===== src/caf_regs.svh =====
// Register map, field positions and reset values of the acceptance filter block
`ifndef CAF_REGS_SVH
`define CAF_REGS_SVH

// Word indexes (byte address = index * 4)
`define CAF_IDX_FSTD 6'h00
`define CAF_IDX_FEXT 6'h10
`define CAF_IDX_MSTD 6'h20
`define CAF_IDX_MEXT 6'h24
`define CAF_IDX_SEL_LO 6'h28
`define CAF_IDX_SEL_HI 6'h29
`define CAF_IDX_ENABLE 6'h2A
`define CAF_IDX_BUFPTR 6'h2C
`define CAF_IDX_LAST 6'h30

// Field positions
`define CAF_SID_MSB 15
`define CAF_SID_LSB 5
`define CAF_TYPE_BIT 3
`define CAF_EIDH_MSB 1
`define CAF_EIDH_LSB 0
`define CAF_LAST_HIT_BIT 8

// Implemented bits and reset values
`define CAF_STD_IMPL 16'hFFEB
`define CAF_SEL_RESET 16'h0000
`define CAF_ENABLE_RESET 16'hFFFF
`define CAF_PTR_RESET 16'h0000
`define CAF_ID_RESET 16'h0000
`define CAF_PTR_FIFO 4'hF

`endif


===== src/caf_pkg.sv =====
// Types shared by the acceptance filter block
`default_nettype none
package caf_pkg;
	typedef logic [15:0] caf_word_type;
	typedef logic [3:0] caf_index_type;
	typedef enum logic [1:0] {
		CAF_MSK0 = 2'b00,
		CAF_MSK1 = 2'b01,
		CAF_MSK2 = 2'b10,
		CAF_MSK_RSVD = 2'b11
	} caf_mask_src_type;
	typedef enum logic {
		CAF_BUS_IDLE = 1'b0,
		CAF_BUS_ANSWER = 1'b1
	} caf_bus_state_type;
endpackage : caf_pkg
`default_nettype wire


===== src/caf_filter_match.sv =====
// One acceptance filter compared against a received identifier
`timescale 1ns/10ps
`default_nettype none
`include "caf_regs.svh"
module caf_filter_match (
	// Filter and selected mask
	input wire caf_pkg::caf_word_type filt_std,
	input wire caf_pkg::caf_word_type filt_ext,
	input wire caf_pkg::caf_word_type mask_std,
	input wire caf_pkg::caf_word_type mask_ext,
	input wire logic filt_enable,
	input wire logic mask_ok,
	// Received identifier
	input wire logic [10:0] rx_std_id,
	input wire logic [17:0] rx_ext_id,
	input wire logic rx_id_is_ext,
	// Result
	output logic hit
);
	import caf_pkg::*;
	logic [10:0] std_diff;
	logic [17:0] ext_diff;
	logic type_ok;

	assign std_diff = (filt_std[`CAF_SID_MSB:`CAF_SID_LSB] ^ rx_std_id)
		& mask_std[`CAF_SID_MSB:`CAF_SID_LSB];
	assign ext_diff = ({filt_std[`CAF_EIDH_MSB:`CAF_EIDH_LSB], filt_ext} ^ rx_ext_id)
		& {mask_std[`CAF_EIDH_MSB:`CAF_EIDH_LSB], mask_ext};
	// Format must agree only when the mask asks for it
	assign type_ok = !mask_std[`CAF_TYPE_BIT]
		|| (filt_std[`CAF_TYPE_BIT] == rx_id_is_ext);
	// Standard frames compare the standard part alone
	assign hit = filt_enable && mask_ok && type_ok && (std_diff == 11'h000)
		&& (!rx_id_is_ext || (ext_diff == 18'h0_0000));
endmodule : caf_filter_match
`default_nettype wire


===== src/caf_top.sv =====
// Acceptance filter bank with Avalon-MM register access
`timescale 1ns/10ps
`default_nettype none
`include "caf_regs.svh"
module caf_top #(
	parameter int NUM_FILTERS = 16,
	parameter int NUM_MASKS = 3
) (
	// Clock and reset
	input wire logic clk,
	input wire logic sys_rst,
	// Avalon-MM slave
	input wire logic [7:0] avs_address,
	input wire logic avs_read,
	input wire logic avs_write,
	input wire logic [3:0] avs_byteenable,
	input wire logic [31:0] avs_writedata,
	output logic [31:0] avs_readdata,
	output logic avs_waitrequest,
	// Identifier from the receive engine
	input wire logic rx_id_valid,
	input wire logic [10:0] rx_std_id,
	input wire logic [17:0] rx_ext_id,
	input wire logic rx_id_is_ext,
	// Acceptance result
	output logic match_valid,
	output logic match_hit,
	output caf_pkg::caf_index_type match_filter,
	output caf_pkg::caf_index_type match_buffer_ptr
);
	import caf_pkg::*;

	if (NUM_FILTERS != 16 || NUM_MASKS != 3) begin : g_bad_size
		$error("caf_top: register layout serves 16 filters and 3 masks only");
	end

	caf_word_type filt_std_reg [NUM_FILTERS];
	caf_word_type filt_ext_reg [NUM_FILTERS];
	caf_word_type mask_std_reg [NUM_MASKS];
	caf_word_type mask_ext_reg [NUM_MASKS];
	caf_word_type sel_lo_reg;
	caf_word_type sel_hi_reg;
	caf_word_type enable_reg;
	caf_word_type bufptr_reg [4];
	caf_word_type last_reg;
	caf_bus_state_type bus_state_reg;
	logic [31:0] rdata_next;
	logic [5:0] idx;
	logic aligned;
	logic wr_take;
	caf_word_type wmask;
	caf_word_type wval;
	logic [31:0] sel_all;
	logic [NUM_FILTERS-1:0] hit_vec;
	caf_index_type win_idx;
	logic win_any;
	caf_index_type win_ptr;

	assign idx = avs_address[7:2];
	assign aligned = (avs_address[1:0] == 2'b00);
	assign wmask = {{8{avs_byteenable[1]}}, {8{avs_byteenable[0]}}};
	assign sel_all = {sel_hi_reg, sel_lo_reg};
	// A write lands only at the edge where waitrequest is seen low
	assign wr_take = avs_write && (bus_state_reg == CAF_BUS_ANSWER) && aligned;

	function automatic caf_word_type merge(input caf_word_type old, input caf_word_type m,
		input caf_word_type v);
		merge = (old & ~m) | (v & m);
	endfunction : merge

	assign wval = avs_writedata[15:0];

	// Bus handshake: one wait cycle, then one answer cycle
	always_ff @(posedge clk) begin
		if (sys_rst) begin
			bus_state_reg <= CAF_BUS_IDLE;
			avs_waitrequest <= 1'b1;
		end else begin
			unique case (bus_state_reg)
				CAF_BUS_IDLE: begin
					if (avs_read || avs_write) begin
						bus_state_reg <= CAF_BUS_ANSWER;
						avs_waitrequest <= 1'b0;
					end
				end
				CAF_BUS_ANSWER: begin
					bus_state_reg <= CAF_BUS_IDLE;
					avs_waitrequest <= 1'b1;
				end
			endcase
		end
	end

	// Read data is sampled when the answer starts
	always_comb begin
		rdata_next = 32'h0000_0000;
		if (aligned) begin
			if (idx < `CAF_IDX_FSTD + 6'(NUM_FILTERS)) begin
				rdata_next[15:0] = filt_std_reg[idx[3:0]] & `CAF_STD_IMPL;
			end else if (idx >= `CAF_IDX_FEXT && idx < `CAF_IDX_FEXT + 6'(NUM_FILTERS)) begin
				rdata_next[15:0] = filt_ext_reg[idx[3:0]];
			end else if (idx >= `CAF_IDX_MSTD && idx < `CAF_IDX_MSTD + 6'(NUM_MASKS)) begin
				rdata_next[15:0] = mask_std_reg[idx[1:0]] & `CAF_STD_IMPL;
			end else if (idx >= `CAF_IDX_MEXT && idx < `CAF_IDX_MEXT + 6'(NUM_MASKS)) begin
				rdata_next[15:0] = mask_ext_reg[idx[1:0]];
			end else if (idx == `CAF_IDX_SEL_LO) begin
				rdata_next[15:0] = sel_lo_reg;
			end else if (idx == `CAF_IDX_SEL_HI) begin
				rdata_next[15:0] = sel_hi_reg;
			end else if (idx == `CAF_IDX_ENABLE) begin
				rdata_next[15:0] = enable_reg;
			end else if (idx >= `CAF_IDX_BUFPTR && idx < `CAF_IDX_BUFPTR + 6'(NUM_FILTERS / 4)) begin
				rdata_next[15:0] = bufptr_reg[idx[1:0]];
			end else if (idx == `CAF_IDX_LAST) begin
				rdata_next[15:0] = last_reg;
			end
		end
	end

	always_ff @(posedge clk) begin
		if (sys_rst) begin
			avs_readdata <= 32'h0000_0000;
		end else if (bus_state_reg == CAF_BUS_IDLE && avs_read) begin
			avs_readdata <= rdata_next;
		end
	end

	// Filter identifier registers, a standard and an extended one per filter
	for (genvar i = 0; i < NUM_FILTERS; i++) begin : g_filt_regs
		always_ff @(posedge clk) begin
			if (sys_rst) begin
				filt_std_reg[i] <= `CAF_ID_RESET;
				filt_ext_reg[i] <= `CAF_ID_RESET;
			end else if (wr_take && idx == `CAF_IDX_FSTD + 6'(i)) begin
				filt_std_reg[i] <= merge(filt_std_reg[i], wmask & `CAF_STD_IMPL, wval);
			end else if (wr_take && idx == `CAF_IDX_FEXT + 6'(i)) begin
				filt_ext_reg[i] <= merge(filt_ext_reg[i], wmask, wval);
			end
		end
	end

	// Mask registers
	for (genvar m = 0; m < NUM_MASKS; m++) begin : g_mask_regs
		always_ff @(posedge clk) begin
			if (sys_rst) begin
				mask_std_reg[m] <= `CAF_ID_RESET;
				mask_ext_reg[m] <= `CAF_ID_RESET;
			end else if (wr_take && idx == `CAF_IDX_MSTD + 6'(m)) begin
				mask_std_reg[m] <= merge(mask_std_reg[m], wmask & `CAF_STD_IMPL, wval);
			end else if (wr_take && idx == `CAF_IDX_MEXT + 6'(m)) begin
				mask_ext_reg[m] <= merge(mask_ext_reg[m], wmask, wval);
			end
		end
	end

	// Mask selectors
	always_ff @(posedge clk) begin
		if (sys_rst) begin
			sel_lo_reg <= `CAF_SEL_RESET;
			sel_hi_reg <= `CAF_SEL_RESET;
		end else if (wr_take && idx == `CAF_IDX_SEL_LO) begin
			sel_lo_reg <= merge(sel_lo_reg, wmask, wval);
		end else if (wr_take && idx == `CAF_IDX_SEL_HI) begin
			sel_hi_reg <= merge(sel_hi_reg, wmask, wval);
		end
	end

	// Filter enables
	always_ff @(posedge clk) begin
		if (sys_rst) begin
			enable_reg <= `CAF_ENABLE_RESET;
		end else if (wr_take && idx == `CAF_IDX_ENABLE) begin
			enable_reg <= merge(enable_reg, wmask, wval);
		end
	end

	// Buffer pointers, four filters per register
	for (genvar p = 0; p < 4; p++) begin : g_ptr_regs
		always_ff @(posedge clk) begin
			if (sys_rst) begin
				bufptr_reg[p] <= `CAF_PTR_RESET;
			end else if (wr_take && idx == `CAF_IDX_BUFPTR + 6'(p)) begin
				bufptr_reg[p] <= merge(bufptr_reg[p], wmask, wval);
			end
		end
	end

	// Per-filter comparison against its selected mask
	for (genvar i = 0; i < NUM_FILTERS; i++) begin : g_match
		caf_mask_src_type src;
		caf_word_type sel_std;
		caf_word_type sel_ext;
		logic src_ok;
		assign src = caf_mask_src_type'(sel_all[2*i +: 2]);
		assign src_ok = (src != CAF_MSK_RSVD);
		assign sel_std = src_ok ? mask_std_reg[src] : `CAF_ID_RESET;
		assign sel_ext = src_ok ? mask_ext_reg[src] : `CAF_ID_RESET;
		caf_filter_match u_match (
			.filt_std(filt_std_reg[i]),
			.filt_ext(filt_ext_reg[i]),
			.mask_std(sel_std),
			.mask_ext(sel_ext),
			.filt_enable(enable_reg[i]),
			.mask_ok(src_ok),
			.rx_std_id(rx_std_id),
			.rx_ext_id(rx_ext_id),
			.rx_id_is_ext(rx_id_is_ext),
			.hit(hit_vec[i])
		);
	end

	// Lowest numbered hitting filter wins
	always_comb begin
		win_idx = 4'h0;
		win_any = 1'b0;
		for (int i = NUM_FILTERS - 1; i >= 0; i--) begin
			if (hit_vec[i]) begin
				win_idx = 4'(i);
				win_any = 1'b1;
			end
		end
		win_ptr = bufptr_reg[win_idx[3:2]][4*win_idx[1:0] +: 4];
	end

	// Result of each identifier, one cycle after it is presented
	always_ff @(posedge clk) begin
		if (sys_rst) begin
			match_valid <= 1'b0;
			match_hit <= 1'b0;
			match_filter <= 4'h0;
			match_buffer_ptr <= 4'h0;
		end else begin
			match_valid <= rx_id_valid;
			if (rx_id_valid) begin
				match_hit <= win_any;
				match_filter <= win_idx;
				match_buffer_ptr <= win_any ? win_ptr : 4'h0;
			end
		end
	end

	// Last result, visible to software
	always_ff @(posedge clk) begin
		if (sys_rst) begin
			last_reg <= 16'h0000;
		end else if (rx_id_valid) begin
			last_reg <= {7'h00, win_any, win_idx, (win_any ? win_ptr : 4'h0)};
		end
	end

	// Checks
	logic [NUM_FILTERS-1:0] rsvd_bits;
	logic [NUM_MASKS-1:0] rsvd_mask_bits;
	for (genvar i = 0; i < NUM_FILTERS; i++) begin : g_rsvd
		assign rsvd_bits[i] = |(filt_std_reg[i] & ~`CAF_STD_IMPL);
	end
	for (genvar m = 0; m < NUM_MASKS; m++) begin : g_rsvd_mask
		assign rsvd_mask_bits[m] = |(mask_std_reg[m] & ~`CAF_STD_IMPL);
	end
	caf_mask_src_type f0_src;
	logic f0_mask_type_match_enable;
	logic [10:0] f0_sdiff;
	assign f0_src = caf_mask_src_type'(sel_lo_reg[1:0]);
	assign f0_mask_type_match_enable = (f0_src != CAF_MSK_RSVD) && mask_std_reg[f0_src][`CAF_TYPE_BIT];
	assign f0_sdiff = (f0_src == CAF_MSK_RSVD) ? 11'h000
		: (filt_std_reg[0][`CAF_SID_MSB:`CAF_SID_LSB] ^ rx_std_id)
		& mask_std_reg[f0_src][`CAF_SID_MSB:`CAF_SID_LSB];
endmodule : caf_top
`default_nettype wire


===== config.mk =====
export PLATFORM = sky130hd
export DESIGN_NAME = caf_top
export DESIGN_NICKNAME = d
export VERILOG_FILES = /design/src/caf_pkg.sv /design/src/caf_filter_match.sv /design/src/caf_top.sv
export VERILOG_INCLUDE_DIRS = /design/src
export SDC_FILE = /design/constraint.sdc
export NUM_CORES = 2
export LEC_CHECK = 0
export ABC_AREA = 1
export BUFFER_PORTS_ARGS = -buffer_cell sky130_fd_sc_hd__buf_4
export CAP_MARGIN = 20
export CORE_MARGIN = 2
export CORE_UTILIZATION = 40
export DETAILED_ROUTE_END_ITERATION = 7
export SYNTH_ARGS = -nofsm -noshare
export SYNTH_HDL_FRONTEND = slang
export SYNTH_SLANG_ARGS = --single-unit
export TNS_END_PERCENT = 1

===== constraint.sdc =====
create_clock -name clk -period 7.7 [get_ports clk]
set_input_delay 1.54 -clock clk [delete_from_list [all_inputs] [get_ports clk]]
set_output_delay 1.54 -clock clk [all_outputs]
set_load 0.05 [all_outputs]

# Word-level counts from Yosys, hierarchy flattened
# Memory sizes are Yosys's and may differ from the RTL's. A register that Yosys moved wholly into a read port is not among the register bits.
# Index checks and enable logic that the tools add are counted.
dict set report totals {
  ff_bits 85
  ram_bits 672
  inputBits 79
  output_inout_bits 43
  word_cells 839
  mem_count 5
}
dict set report classes {
  order_cmp 9
  n_eq_ne 78
  n_shift 1
  muxes 332
  n_bitwise 202
  n_reduce_logical 201
}
# memory depth word_bits rd rd_ports_with_merged_regs write_ports line_no
set memory_table {}
lappend memory_table {filt_ext_reg 16 16 17 0 16 caf_top.sv:38} ;# caf_word_type filt_ext_reg [NUM_FILTERS];
lappend memory_table {filt_std_reg 16 16 17 0 16 caf_top.sv:37} ;# caf_word_type filt_std_reg [NUM_FILTERS];
lappend memory_table {bufptr_reg 4 16 6 0 4 caf_top.sv:44} ;# caf_word_type bufptr_reg [4];
lappend memory_table {mask_ext_reg 3 16 20 16 3 caf_top.sv:40} ;# caf_word_type mask_ext_reg [NUM_MASKS];
lappend memory_table {mask_std_reg 3 16 20 16 3 caf_top.sv:39} ;# caf_word_type mask_std_reg [NUM_MASKS];
# op count
set ops {}
lappend ops {{16-bit two-way mux} 83}
lappend ops {{16-bit AND} 47}
lappend ops {{16-bit bitwise OR} 45}
lappend ops {{18-bit AND} 16}
lappend ops {{18-bit zero test} 16}
lappend ops {{18-bit XOR} 16}
lappend ops {{11-bit AND} 16}
lappend ops {{11-bit zero test} 16}
lappend ops {{11-bit XOR} 16}
lappend ops {{1-bit two-way mux} 165}
lappend ops {{2-bit two-way mux} 64}
lappend ops {{1-bit logical AND} 116}
lappend ops {{6-bit by 5-bit equality test with 1-bit output, second input constant} 16}
lappend ops {{6-bit equality test, second input constant} 14}
lappend ops {{4-bit two-way mux} 17}
lappend ops {{6-bit by 4-bit equality test with 1-bit output, second input constant} 8}
lappend ops {{1-bit bitwise OR} 42}
lappend ops {{2-bit inequality test, second input constant} 17}
lappend ops {{1-bit logical OR} 33}
lappend ops {{16-bit inverter} 2}
lappend ops {{6-bit by 3-bit equality test with 1-bit output, second input constant} 4}
lappend ops {{6-bit less-than comparator, second input constant} 4}
lappend ops {{6-bit greater-or-equal comparator, second input constant} 3}
lappend ops {{1-bit zero test} 17}
lappend ops {{12 further kinds} 30}

# Depth between registers and ports, before layout
# An unclocked memory read counts as a cell.
dict set report depth {
  ltp_word 26
  mapped_depth 30
  ltp_nobuf 29
}

# Cells and area by module
# Synthesis repeated with hierarchy kept, for this count alone.
dict set report unflattened {
  cells_unflattened 8658
  hier_area_um2 57348.8
}
# module n_inst cells_each area_each_um2 seq_area_each_um2
set modules_own_cells {}
lappend modules_own_cells {caf_top 1 6498 47359.2 21200.3}
lappend modules_own_cells {caf_filter_match 16 135 624.3 0.0}

# Worst setup path after synthesis
# OpenSTA, ideal clock, no wires.
dict set report synth_path {
  path_type {in2reg}
  startpoint {in avs_address[7]}
  endpoint {mem filt_ext_reg[0][0] in the netlist's numbering, enable pin}
  setup_time_ns 0.411
  arrival_time_ns 3.872
  t_required_ns 7.289
  path_slack_ns 3.416
  path_stages 7
  path_buffers 2
  cell_sequence {buf_2 > nor2_1 > clkinv_1 > nor2_1 > inv_1 > clkbuf_1 > o21ai_0}
}
# item line_no
set synth_lines {}
lappend synth_lines {{from (decl)} caf_top.sv:13} ;# input wire logic [7:0] avs_address,
lappend synth_lines {{to (decl)} caf_top.sv:38}

# Worst setup path in the final report
dict set report layout_path {
  startpoint {in avs_address[3]}
  endpoint {reg avs_readdata[1]}
}
dict set report layout_via {
  elab_chain_len 11
  word_cells_on_any_way 32
  classes_between {9 x order compare; 4 x eq/ne; 10 x mux; 4 x reduce/logical; 5 x memory}
}
# item line_no
set layout_lines {}
lappend layout_lines {{6-bit greater-or-equal comparator (no source line), or another cell as far along} -}
lappend layout_lines {{1-bit logical AND or 9-bit two-way mux (tied branches)} {caf_top.sv:112, caf_top.sv:114}}
lappend layout_lines {{16-bit two-way mux} caf_top.sv:112} ;# end else if (idx >= `CAF_IDX_BUFPTR && idx < `CAF_IDX_BUFPTR + 6'(NUM_FILTERS / 4)) begin
lappend layout_lines {{16-bit two-way mux} caf_top.sv:110} ;# end else if (idx == `CAF_IDX_ENABLE) begin
lappend layout_lines {{16-bit two-way mux} caf_top.sv:108} ;# end else if (idx == `CAF_IDX_SEL_HI) begin
lappend layout_lines {{16-bit two-way mux} caf_top.sv:106} ;# end else if (idx == `CAF_IDX_SEL_LO) begin
lappend layout_lines {{16-bit two-way mux} caf_top.sv:104} ;# end else if (idx >= `CAF_IDX_MEXT && idx < `CAF_IDX_MEXT + 6'(NUM_MASKS)) begin
lappend layout_lines {{16-bit two-way mux} caf_top.sv:102} ;# end else if (idx >= `CAF_IDX_MSTD && idx < `CAF_IDX_MSTD + 6'(NUM_MASKS)) begin
lappend layout_lines {{16-bit two-way mux} caf_top.sv:100} ;# end else if (idx >= `CAF_IDX_FEXT && idx < `CAF_IDX_FEXT + 6'(NUM_FILTERS)) begin
lappend layout_lines {{16-bit two-way mux (*)} caf_top.sv:98} ;# if (idx < `CAF_IDX_FSTD + 6'(NUM_FILTERS)) begin
lappend layout_lines {{16-bit two-way mux (*)} caf_top.sv:97} ;# if (aligned) begin
lappend layout_lines {{to (signal assigned)} caf_top.sv:124} ;# avs_readdata <= rdata_next;
lappend layout_lines {{to (decl)} caf_top.sv:18} ;# output logic [31:0] avs_readdata,
# Mark *: on every way between the ends. The rest lies on a longest branch, timed or not.
# A chain may end at the register's enable or synchronous reset.

==> impl_results.md <==
* Max VDD drop at about 0.00017 V
* Multi-input logic area at between 20,000 and 30,000 sq um
* MaxCap Viol Count at 0
* First-pass GRT wire length at ~350 mm
* Pleak at 19.7 nW
* Via count at 53,834
* Critical path class: primary input to flop
* Clock buffer depth at 3
* PwrDens at ~190 nW/um^2
* Final net count at between 6,000 and 7,000
* Logic pwr share at 0.164
* Avg Inst Size Synth at 7.68 sq um
* CP top delay family: simple AND/OR/NAND/NOR gates
* # IOs at 122
* Final core occ at 0.429
* CP Capture Type: flop
* Critical path required time at roughly 8.4 ns
* Initial antenna violation count at 7
* Die height at 367 um
* Top cells by count, synth: nand2_1 (1,274), nor2_1 (846), a21oi_1 (818), edfxtp_1 (634), o21ai_0 (600)
* Clk sinks at between 700 and 800
* Clock share of power at 0.403
* Final setup fails at 0
* Net Sw Frac at 0.312
* Mapped Cells at around 7,000
* Final hold vios at 0
* Worst slew pin tran at approximately 1.3 ns
* Iter 0 DRT Violations at between 9,000 and 10,000
* Gr usage total at 0.360
* Antenna-violating nets left at 0
* H-tree depth at 3
* Worst hold slack at 0.495 ns
* Mapped Area at ~53,000 sq um
* Status: complete, no violations
* Yosys Warn Count at 0
* Clock slew at reported path FFs at about 0.06 ns
* CP max FO at 32
* Setup TNS at 0 ns
* WL final at about 250 mm
* Internal power at 7.39 mW
* Drt drc at 0
* Clk_skew at about 0.047 ns
* CORE AREA at ~130,000 sq um
* Sequential share of power at 0.433
* Top cells by area, synth: edfxtp_1 (36%), nand2_1 (9.1%), a21oi_1 (7.8%)
* CTS tree: done
* Post-synth top area cell: edfxtp_1
* Min Tclk post-route at roughly 5.2 ns
* Rows at 133
* Layout cells sized above 1 at 0.0658
* CP cell instances: buf_4, inv_2, nand2_4, nor2_1, inv_1, nor3_2, a21oi_1, o21ai_0, a221oi_1, o211ai_1, o21ai_0, o211ai_1, nand3_1, a21oi_1
* Area grow syn2layout at 6.82%
* Sw power at 3.35 mW
* Worst path max stage delay at between 0.7 and 0.8 ns
* Dpl hpwl at 175 mm
* Worst skew pair latency at about 0.74 ns
* Top cell type's share of synthesized area at 0.362
* Final worst-path cycle share at 0.681
* Worst Path Arrival at slightly below 6 ns
* Buffers & Inverters on Critical Path at 3
* Hold crit path type: flop to flop
* Ys async rst share at 0
* Pin count of the biggest net entering global routing at about 180
* TritonCTS buffer count at 89
* Routed WL per cell at ~30 um
* RSZ-0062 raised after global routing: false
* Max reg flops at ~260
* Fillers at 13,337
* Reg area at around 21,000 sq um
* Vias in the first global route at between 40,000 and 50,000
* Max-slew headroom at 0.122
* Count of different cell masters after synthesis at 55
* Setup Fix Bufs, Post-CTS at 0
* Global route total overflow at 0
* DR vias/cell at 6.48
* Hold_buf cts at 0
* CP max-delay cell: nor3_2
* Startpoint types: primary input
* Die width at between 300 and 400 um
* TritonRoute pass-1 iters at 8
* Final Wtd Congestion at just over 1
* Port bufs at 87
* Synth Flop Type: edfxtp_1
* Seq/Total Area, Yosys at 0.403
* Post-cts sizing count at 0
* Fmax at approximately 190 MHz
* Root Buffer: clkbuf_16
* Most used standard cell by instance count after synthesis: nand2_1
* Final slew viol count at 0
* Number of synthesized flops with an enable pin at 634
* Yosys reg bits at 742
* Initial Utilization at 0.402
* Die area at between 100,000 and 150,000 sq um
-- power groups by stage --
stage / logic, mW / registers [mW] / clock network (mW)
2_1_floorplan: 1.07 / 4.69 / 0
3_3_place_gp: 1.66 / 4.73 / 0
3_5_place_dp: 1.66 / 4.73 / 0
4_1_cts: 1.67 / 4.65 / 4.34
5_1_grt: 1.83 / 4.67 / 4.47
6_report: 1.76 / 4.66 / 4.33
-- kinds of logic (layout without fill, tap and decap cells) --
family / Yosys count / count (layout) / synth area share
AO/OA/AOI/OAI: 2267 / 2267 / 0.253
XOR/XNOR: 438 / 438 / 0.0729
buffers and inverters: 980 / 665 / 0.0867
flip-flops: 742 / 742 / 0.403
other: 1 / 21 / 0.0000713
AND/OR/NAND/NOR: 2422 / 2422 / 0.184
-- final timing paths --
check                           cells past startpoint             endpoint           start  slack [ns]
worst max-delay path                               14      avs_readdata[1]  avs_address[3]        2.46
worst min-delay path                                2                 flop   sel_lo_reg[9]        0.49
worst max register to register                     22  match_buffer_ptr[2]            flop        2.67
worst min register to register                      2                 flop   sel_lo_reg[9]        0.49
-- through the flow --
step	setup WS (ns)	area [sq um]	power, mW	cells
6_report	2.46	56200	10.7	8310
5_1_grt	2.35	56200	11.0	8307
4_1_cts	2.89	56000	10.7	8299
3_5_place_dp	2.16	53200	6.40	8137
3_3_place_gp	2.18	53100	6.38	8135
2_1_floorplan	3.42	52600	5.75	6865
-- layer usage --
metal | wire (um) | up-vias | global-route usage
met4 | 15500 | 12 | 0.195
met5 | 119 | - | 0
li1 | - | 23273 | -
met3 | 37300 | 708 | 0.105
met1 | 97900 | 25667 | 0.497
met2 | 101000 | 4174 | 0.502
-- cells in the final DEF (no fill, tap or decap), types with 25 or more instances in the layout --
master     count
o22ai_1      247
clkinv_1      32
nor2_1       844
clkbuf_16     93
nand2_1     1270
nand3_1      163
dfxtp_2       26
edfxtp_1     634
inv_1        236
nand4_1       94
a21oi_1      818
inv_2         25
xor2_1       437
o221ai_1      64
dfxtp_1       82
o21ai_0      558
o211ai_1     417
o21ai_1       44
buf_4        202
-- area by class of cell --
class / instances / share of cell area
repair buffers: 216 / 0.0320
clock inverters: 43 / 0.00737
diodes: 5 / 0.000223
multi-input cells: 5143 / 0.480
flip-flops and latches: 742 / 0.378
well taps: 1755 / 0.0391
inverters: 287 / 0.0197
clock buffers: 119 / 0.0437
-- worst reg2reg max path: stages, from the launching register on --
cell and delay, ns:
dfxtp_1 1.01, buf_4 0.44, inv_2 0.29, nand2_1 0.12, nand3_1 0.07, o211ai_1 0.24, nand4_1 0.19, nor2_1 0.14
nand2_1 0.20, nand2_1 0.14, nand2_1 0.10, nand2_2 0.10, nor2_2 0.05, inv_2 0.03, nand2_1 0.27, nand2_4 0.32
nand2_4 0.33, o211ai_1 0.43, nand3_1 0.13, nand2_1 0.08, nand2_1 0.05, nand3_1 0.10, a21oi_1 0.07
No activity file was read; power rests on OpenSTA's default activity.
